==> src/rtl/drive_supervision_pkg.sv <==
package drive_supervision_pkg;

   // Clock rate and the supervision time base.
   localparam int CLK_KHZ            = 20_000;
   localparam int TENTH_MS           = 100;
   localparam int REF_LOSS_WINDOW_MS = 400;
   localparam int REF_LOSS_TENTHS    = REF_LOSS_WINDOW_MS / TENTH_MS;
   localparam int REF_WIN_LAST       = REF_LOSS_TENTHS - 1;

   // Open-phase time units, in tenths of a second per setting step.
   localparam logic [3:0] IN_OP_TENTHS_PER_STEP  = 4'hA;
   localparam logic [3:0] OUT_OP_TENTHS_PER_STEP = 4'h1;

   // Multi-function output selections.
   localparam logic [7:0] MO_UT_NO = 8'h08;
   localparam logic [7:0] MO_UT_NC = 8'h09;

   // Undertorque release hysteresis, percent of rated current or torque, as the detection basis selects.
   localparam logic [8:0] UT_HYST_PCT = 9'h005;

   // Reference loss: drop to a tenth, continue at four fifths.
   localparam logic [19:0] REF_DROP_MUL = 20'h0_000A;
   localparam logic [19:0] REF_HOLD_NUM = 20'h0_0004;
   localparam logic [19:0] REF_HOLD_DEN = 20'h0_0005;

   // Frequency source codes that carry an analog or pulse reference.
   localparam logic [3:0] FSRC_ANALOG_LO = 4'h2;
   localparam logic [3:0] FSRC_ANALOG_HI = 4'h4;
   localparam logic [3:0] FSRC_PULSE     = 4'h6;

   // Undertorque function selections.
   typedef enum logic [2:0] {
      UT_OFF       = 3'h0,
      UT_SPD_ALARM = 3'h1,
      UT_SPD_FAULT = 3'h2,
      UT_RUN_ALARM = 3'h3,
      UT_RUN_FAULT = 3'h4
   } ut_mode_t;

   // Undertorque detector states, Gray coded along the path.
   typedef enum logic [1:0] {
      UT_IDLE     = 2'h0,
      UT_TIMING   = 2'h1,
      UT_DETECTED = 2'h3
   } ut_state_t;

   // Undertorque settings: level in percent, time in tenths of a second.
   typedef struct packed {
      logic [2:0] function_select;
      logic [7:0] level;
      logic [7:0] time_tenths;
   } ut_cfg_t;

   // Open-phase settings: level in percent, time in setting steps.
   typedef struct packed {
      logic [7:0] level;
      logic [7:0] time_steps;
   } op_cfg_t;

endpackage

==> src/rtl/drive_load_supervision.sv <==
`timescale 1ns/1ps

module drive_load_supervision #(
   parameter int TENTH_CYCLES = drive_supervision_pkg::TENTH_MS
                              * drive_supervision_pkg::CLK_KHZ
) (
   input  wire logic                            clk,
   input  wire logic                            arst_n,
   input  wire logic                            vector_mode,
   input  wire logic                            running,
   input  wire logic                            at_speed,
   input  wire logic [7:0]                      current_pct,
   input  wire logic [7:0]                      torque_pct,
   input  wire logic                            detection_basis_select,
   input  wire drive_supervision_pkg::ut_cfg_t  ut_cfg,
   input  wire logic [7:0]                      multi_output_select_a,
   input  wire logic [7:0]                      multi_output_select_b,
   input  wire logic [7:0]                      multi_output_select_c,
   input  wire logic                            fault_reset,
   input  wire logic                            remote_mode,
   input  wire logic                            reference_loss_select,
   input  wire logic [3:0]                      frequency_source_select,
   input  wire logic [15:0]                     ref_level,
   input  wire logic [7:0]                      input_imbalance_pct,
   input  wire drive_supervision_pkg::op_cfg_t  input_op_cfg,
   input  wire logic [7:0]                      output_imbalance_pct,
   input  wire drive_supervision_pkg::op_cfg_t  output_op_cfg,
   output logic [2:0]                           multi_output,
   output logic                                 undertorque_detected,
   output logic                                 indication_flash,
   output logic                                 indication_lit,
   output logic                                 drive_stop,
   output logic                                 ref_loss_active,
   output logic [15:0]                          ref_out,
   output logic                                 input_open_phase_fault,
   output logic                                 output_open_phase_fault
);

   localparam int PW = $clog2(TENTH_CYCLES + 1);

   ////////////////////////////////////////////////////////////////////////
   // Shared tenth-of-a-second time base.

   logic [PW-1:0] presc;
   logic [PW-1:0] next_presc;
   logic          tick;

   // The prescaler wraps once per tenth and pulses tick.
   always_comb begin
      tick       = (presc == PW'(TENTH_CYCLES - 1));
      next_presc = tick ? '0 : presc + 1'b1;
   end

   // Prescaler register.
   always_ff @(posedge clk or negedge arst_n) begin
      if (!arst_n) begin
         presc <= '0;
      end else begin
         presc <= next_presc;
      end
   end

   ////////////////////////////////////////////////////////////////////////
   // Undertorque detector.

   drive_supervision_pkg::ut_state_t state;
   drive_supervision_pkg::ut_state_t next_state;
   logic [8:0] ut_cnt;
   logic [8:0] next_ut_cnt;
   logic       ut_fault;
   logic       next_ut_fault;
   logic [7:0] ut_meas;
   logic       ut_active;
   logic       ut_below;
   logic       ut_release;
   logic       ut_stop_mode;
   logic       ut_cont_mode;

   // Pick the basis, qualify by mode, then time the low load.
   always_comb begin
      ut_meas = (vector_mode && !detection_basis_select) ?
                torque_pct : current_pct;
      case (ut_cfg.function_select)
         drive_supervision_pkg::UT_SPD_ALARM,
         drive_supervision_pkg::UT_SPD_FAULT: ut_active = running && at_speed;
         drive_supervision_pkg::UT_RUN_ALARM,
         drive_supervision_pkg::UT_RUN_FAULT: ut_active = running;
         default:                             ut_active = 1'b0;
      endcase
      ut_stop_mode = (ut_cfg.function_select ==
                      drive_supervision_pkg::UT_SPD_FAULT) ||
                     (ut_cfg.function_select ==
                      drive_supervision_pkg::UT_RUN_FAULT);
      ut_cont_mode = (ut_cfg.function_select ==
                      drive_supervision_pkg::UT_SPD_ALARM) ||
                     (ut_cfg.function_select ==
                      drive_supervision_pkg::UT_RUN_ALARM);
      ut_below   = ut_active && (ut_meas < ut_cfg.level);
      ut_release = ({1'b0, ut_meas} >= ({1'b0, ut_cfg.level}
                    + drive_supervision_pkg::UT_HYST_PCT));
      next_state  = state;
      next_ut_cnt = ut_cnt;
      case (state)
         drive_supervision_pkg::UT_IDLE: begin
            next_ut_cnt = '0;
            if (ut_below) begin
               next_state = drive_supervision_pkg::UT_TIMING;
            end
         end
         drive_supervision_pkg::UT_TIMING: begin
            if (!ut_below) begin
               next_state = drive_supervision_pkg::UT_IDLE;
            end else if (ut_cnt > {1'b0, ut_cfg.time_tenths}) begin
               next_state = drive_supervision_pkg::UT_DETECTED;
            end else if (tick && ut_cnt != 9'h1FF) begin
               next_ut_cnt = ut_cnt + 9'h001;
            end
         end
         drive_supervision_pkg::UT_DETECTED: begin
            if (ut_release || ut_cfg.function_select == 3'h0) begin
               next_state = drive_supervision_pkg::UT_IDLE;
            end
         end
         default: next_state = drive_supervision_pkg::UT_IDLE;
      endcase
      // A new detection wins over a simultaneous fault reset.
      next_ut_fault = (ut_fault && !fault_reset) ||
                      (next_state == drive_supervision_pkg::UT_DETECTED &&
                       state != drive_supervision_pkg::UT_DETECTED &&
                       ut_stop_mode);
   end

   // Undertorque registers.
   always_ff @(posedge clk or negedge arst_n) begin
      if (!arst_n) begin
         state    <= drive_supervision_pkg::UT_IDLE;
         ut_cnt   <= '0;
         ut_fault <= 1'b0;
      end else begin
         state    <= next_state;
         ut_cnt   <= next_ut_cnt;
         ut_fault <= next_ut_fault;
      end
   end

   // Indications follow the detector state and the latched fault.
   assign undertorque_detected = (state == drive_supervision_pkg::UT_DETECTED);
   assign indication_flash     = undertorque_detected && ut_cont_mode;
   assign indication_lit       = ut_fault;
   assign drive_stop           = ut_fault || input_open_phase_fault ||
                                 output_open_phase_fault;

   ////////////////////////////////////////////////////////////////////////
   // Multi-function output contacts.

   logic [7:0] mo_sel [3];
   assign mo_sel[0] = multi_output_select_a;
   assign mo_sel[1] = multi_output_select_b;
   assign mo_sel[2] = multi_output_select_c;

   // Each contact carries undertorque as NO or NC, else stays open.
   for (genvar i = 0; i < 3; i++) begin : g_mo
      assign multi_output[i] =
         (mo_sel[i] == drive_supervision_pkg::MO_UT_NO) ? undertorque_detected
       : (mo_sel[i] == drive_supervision_pkg::MO_UT_NC) ? !undertorque_detected
       : 1'b0;
   end

   ////////////////////////////////////////////////////////////////////////
   // Frequency reference loss.

   logic [15:0] snap;
   logic [15:0] next_snap;
   logic [15:0] hold;
   logic [15:0] next_hold;
   logic [1:0]  win;
   logic [1:0]  next_win;
   logic        next_loss;
   logic [15:0] next_ref_out;
   logic        ref_en;
   logic        ref_drop;
   logic [19:0] hold_calc;

   // Snapshot every window while no loss is active; a collapse to a tenth or less holds 80 percent.
   always_comb begin
      ref_en = reference_loss_select && remote_mode &&
               ((frequency_source_select >=
                 drive_supervision_pkg::FSRC_ANALOG_LO &&
                 frequency_source_select <=
                 drive_supervision_pkg::FSRC_ANALOG_HI) ||
                frequency_source_select ==
                drive_supervision_pkg::FSRC_PULSE);
      ref_drop  = (snap != 16'h0000) &&
                  (20'(ref_level) * drive_supervision_pkg::REF_DROP_MUL
                   <= 20'(snap));
      hold_calc = 20'(snap) * drive_supervision_pkg::REF_HOLD_NUM
                  / drive_supervision_pkg::REF_HOLD_DEN;
      next_win  = win;
      next_snap = snap;
      if (tick) begin
         if (win == 2'(drive_supervision_pkg::REF_WIN_LAST)) begin
            next_win  = 2'h0;
            next_snap = ref_level;
         end else begin
            next_win = win + 2'h1;
         end
      end
      next_hold = hold;
      next_loss = ref_loss_active;
      if (!ref_en) begin
         next_loss = 1'b0;
      end else if (!ref_loss_active && ref_drop) begin
         next_loss = 1'b1;
         next_hold = hold_calc[15:0];
         next_snap = snap; // Freeze the pre-drop level.
      end else if (ref_loss_active && ref_level >= hold) begin
         next_loss = 1'b0;
      end
      if (ref_loss_active) begin
         next_snap = snap;
      end
      next_ref_out = next_loss ? next_hold : ref_level;
   end

   // Reference-loss registers.
   always_ff @(posedge clk or negedge arst_n) begin
      if (!arst_n) begin
         snap            <= '0;
         hold            <= '0;
         win             <= '0;
         ref_loss_active <= 1'b0;
         ref_out         <= '0;
      end else begin
         snap            <= next_snap;
         hold            <= next_hold;
         win             <= next_win;
         ref_loss_active <= next_loss;
         ref_out         <= next_ref_out;
      end
   end

   ////////////////////////////////////////////////////////////////////////
   // Input and output open-phase detectors.

   logic [7:0]  op_meas  [2];
   logic [7:0]  op_level [2];
   logic [7:0]  op_time  [2];
   logic [3:0]  op_unit  [2];
   logic [11:0] op_cnt   [2];
   logic [1:0]  op_cond;
   logic [1:0]  op_fault;

   assign op_meas[0]  = input_imbalance_pct;
   assign op_level[0] = input_op_cfg.level;
   assign op_time[0]  = input_op_cfg.time_steps;
   assign op_unit[0]  = drive_supervision_pkg::IN_OP_TENTHS_PER_STEP;
   assign op_meas[1]  = output_imbalance_pct;
   assign op_level[1] = output_op_cfg.level;
   assign op_time[1]  = output_op_cfg.time_steps;
   assign op_unit[1]  = drive_supervision_pkg::OUT_OP_TENTHS_PER_STEP;
   assign input_open_phase_fault  = op_fault[0];
   assign output_open_phase_fault = op_fault[1];

   for (genvar j = 0; j < 2; j++) begin : g_op
      logic [11:0] limit;
      logic [11:0] next_cnt;
      logic        next_fault;

      // Persisting imbalance for the set time latches the fault.
      always_comb begin
         limit      = 12'(op_time[j]) * 12'(op_unit[j]);
         op_cond[j] = (op_level[j] != 8'h00) && (op_time[j] != 8'h00) &&
                      (op_meas[j] >= op_level[j]);
         next_cnt   = '0;
         if (op_cond[j]) begin
            next_cnt = (tick && op_cnt[j] != 12'hFFF) ?
                       op_cnt[j] + 12'h001 : op_cnt[j];
         end
         next_fault = (op_fault[j] && !fault_reset) ||
                      (op_cond[j] && op_cnt[j] >= limit);
      end

      // Open-phase registers.
      always_ff @(posedge clk or negedge arst_n) begin
         if (!arst_n) begin
            op_cnt[j]   <= '0;
            op_fault[j] <= 1'b0;
         end else begin
            op_cnt[j]   <= next_cnt;
            op_fault[j] <= next_fault;
         end
      end
   end
endmodule // drive_load_supervision

==> config.mk <==
export PLATFORM = sky130hd
export DESIGN_NAME = drive_load_supervision
export DESIGN_NICKNAME = d
export VERILOG_FILES = /design/src/rtl/drive_supervision_pkg.sv /design/src/rtl/drive_load_supervision.sv
export SDC_FILE = /design/constraint.sdc
export NUM_CORES = 1
export LEC_CHECK = 0
export BUFFER_PORTS_ARGS = -buffer_cell sky130_fd_sc_hd__clkbuf_2
export CAP_MARGIN = 40
export CORE_MARGIN = 4
export CORE_UTILIZATION = 59
export CTS_CLUSTER_DIAMETER = 100
export DETAILED_ROUTE_END_ITERATION = 7
export PLACE_DENSITY_LB_ADDON = 0.25
export SYNTH_ARGS = -nofsm -noshare
export SYNTH_HDL_FRONTEND = slang
export SYNTH_SLANG_ARGS = --single-unit
export TNS_END_PERCENT = 10
==> constraint.sdc <==
create_clock -name clk -period 8 [get_ports clk]
set_clock_uncertainty 0.15 [all_clocks]
set_input_delay 0.8 -clock clk [delete_from_list [all_inputs] [get_ports clk]]
set_output_delay 0.8 -clock clk [all_outputs]
set_load 0.02 [all_outputs]
==> results.md <==
- Fin Setup TNS: 0 ns
- Die area: 0.02039 mm2
- Sw Ratio: 25.71%
- Vias per cell: 6.033
- Setup CP Type: flip-flop to flip-flop
- Mapped Cells: 1233
- Pre-antenna DRT Iters: 5
- Post-DRT Antenna Nets: 0
- Cells after DPL: 1581
- Clk sinks: 110
- CP Max Fanout: 20
- Residual DRC: 0
- I/O pins: 162
- Die W: 142.8 um
- P_sw: 0.3444 mW
- Final Critical Period: 7.240 ns
- Number of enable flip-flop cells after synthesis: 0
- Starting Density: 59.88%
- Rel. slew slack: 43.87%
- Routed len/inst: 16.25 um
- Routability cong.: 0.9243
- Tightest Pin Transition: 0.8369 ns
- Async set-or-reset flop fraction in the synthesized netlist: 100.0%
- Num CTS Buffers: 9
- Most frequent cells in the layout: clkbuf_2, ha_1, dfrtp_1
- Leakage power: 5.800 nW
- Commonest non-fill, non-tap cell in the layout: clkbuf_2
- #FFs+latches synth: 110
- Core Footprint: 0.01790 mm2
- TritonCTS clock tree: yes
- Number of gates resized after cts: 0
- Root Driver: clkbuf_16
- Top post-synthesis cells by area: dfrtp_1, ha_1, o21ai_0
- Clk buf depth: 2
- Reg power frac: 42.2%
- Nets@finish: 1641
- Syn_area_per_cell: 8.694 um2
- Yosys cell types: 106
- Via count: 9634
- H-Tree Depth: 3
- RSZ-0062 raised after global routing: no
- Initial antenna violation count: 0
- Final global-route overflow total: 0
- Non-filler instance count after layout: 1597
- Period Utilization, post-route: 90.50%
- Final Hold Vio Count: 0
- Vias in the first global route: 9006
- CP Launch Type: flip-flop
- Pins Over Slew Limit: 0
- Detailed Route WL: 25.95 mm
- Area of the mapped netlist: 0.01072 mm2
- Layout cells sized above 1: 19.37%
- Cell-internal power: 0.9951 mW
- Pwr dens: 111.7 mW/mm2
- Syn. warnings: 0
- Max IR drop VDD: 0.1187 mV
- First-pass GRT wire length: 43.12 mm
- Seq/Total Area, Yosys: 25.68%
- Site Rows: 49
- Post-DP HPWL: 20.29 mm
- Top_reg_cell synth: dfrtp_1
- Die height: 142.8 um
- Worst Hold Class: input pin to async pin
- Post-CTS Setup Inserts: 0
- Dominant cell type by area after synthesis: dfrtp_1
- Max_cap viols: 0
- GRT Util Overall: 25.40%
- Antenna cells: 0
- Count of input and output buffers: 161
- Comb pwr share: 20.3%
- Clk pwr share: 37.6%
- DR iter-0 viols: 727
- # hold bufs at CTS: 0
- Status: completed
- Setup violators final: 0
- Clk_lat worst skew: 0.35 ns
- Top cell type's share of synthesized area: 25.68%
- Reg clk slew, reported paths: 0.07 ns
- Post-synthesis net count: 1511
- Fmax: 138.1 MHz
- Area delta synth->final: 11.81%
- CP Capture Type: flip-flop
- WP data arrival: 7.30 ns
- CP required: 8.06 ns
- Largest net degree at the start of global routing: 65
==> registers in the layout, summed over array words and instances, names as in the netlist, 2 cells and up <==
| signal | flops |
|---|---|
| snap | 16 |
| hold | 16 |
| win | 2 |
| ref_out | 16 |
| presc | 21 |
| state | 2 |
| ut_cnt | 9 |
| op_cnt | 24 |
==> per-layer routing <==
metal	up-vias	GRT usage (%)	share of wire, %
li1	4717	-	-
met1	4561	36.18	45
met2	320	41.30	47
met3	36	3.550	6.1
met4	0	5.653	1.4
met5	-	0	0
==> area by class of cell <==
class / count / area, um2
clock buffer: 12 / 236.5
clock inverter: 4 / 95.09
fill: 1490 / 5916
inverter: 105 / 394.1
multi-input combinational: 965 / 7327
sequential: 110 / 2753
tap: 229 / 286.5
timing repair buffer: 172 / 894.6
==> through the flow <==
| stage | setup WS, ns | power (mW) | instance area (um2) | hold slack [ns] | utilization [%] |
|---|---|---|---|---|---|
| after global routing | 0.08609 | 1.419 | 11990 | 0.3401 | 66.96 |
| after detailed placement | 0.8501 | 0.8479 | 11650 | 0.3268 | 65.10 |
| after floorplan | 2.240 | 0.7460 | 10720 | 0.2951 | - |
| final | 0.7600 | 1.339 | 11990 | 0.2984 | 66.96 |
| after global placement | 1.073 | 0.8379 | 11640 | 0.3200 | 65.00 |
| after CTS | 0.8330 | 1.354 | 11990 | 0.3177 | 66.96 |
==> cells by family (layout without fill, tap and decap cells) <==
logic type	after synthesis	in the layout	synth area share, %
simple gates	379	379	18.74
compound gates	316	316	21.20
mux	49	49	5.147
fa+ha+maj	144	144	16.90
xor+xnor	77	77	6.361
buf+inv	158	293	5.976
flops	110	110	25.68
==> power by group through the flow <==
stage,clock (mW),combinational [mW],sequential [mW]
floorplan,0,0.166,0.580
global placement,0,0.262,0.576
finish,0.503,0.271,0.565
detailed placement,0,0.272,0.576
CTS,0.514,0.275,0.565
global route,0.539,0.314,0.565
==> synth_stat cells (all sizes together), types with 15 or more instances <==
cell type / n
nand3: 37
dfrtp: 110
nor2: 89
a21oi: 61
nor2b: 23
nand2: 88
nand2b: 25
xnor2: 42
inv: 102
xor2: 35
nor4: 21
o21ai: 96
clkbuf: 29
buf: 24
and3: 15
ha: 140
a21o: 29
mux2: 39
==> critical path, cell delays in order, from the launching register on <==
cell and delay (ns):
dfrtp_1 0.74, nor3b_2 0.41, a31o_1 0.22, a2111oi_2 0.07
nor2_1 0.66, and3_1 0.27, a211o_1 0.34, or2_0 0.59
o21ai_1 0.25, a211oi_4 0.48, nor3_2 0.12, a221oi_1 0.28
a22oi_1 0.14, nor2_1 0.29, ha_1 0.23, inv_1 0.10
o211ai_4 0.30, mux2i_1 0.25, ha_1 0.23, xor2_1 0.15
o21ai_0 0.09, a211o_1 0.30, nor3_1 0.13, o2111ai_1 0.13
o2bb2ai_1 0.15
==> path summary, 6_finish.rpt <==
path / start / end / slack (ns) / cells past startpoint
worst max-delay path: snap[15] / ref_out[0] / 0.76 / 24
worst min-delay path: arst_n / op_cnt[13] / 0.30 / 1
worst max register to register: snap[15] / ref_out[0] / 0.76 / 24
worst min register to register: presc[9] / presc[9] / 0.34 / 1
max in group asynchronous: arst_n / ut_cnt[4] / 6.18 / 2
min in group clk: presc[9] / presc[9] / 0.34 / 1
No activity file was read; power rests on OpenSTA's default activity.
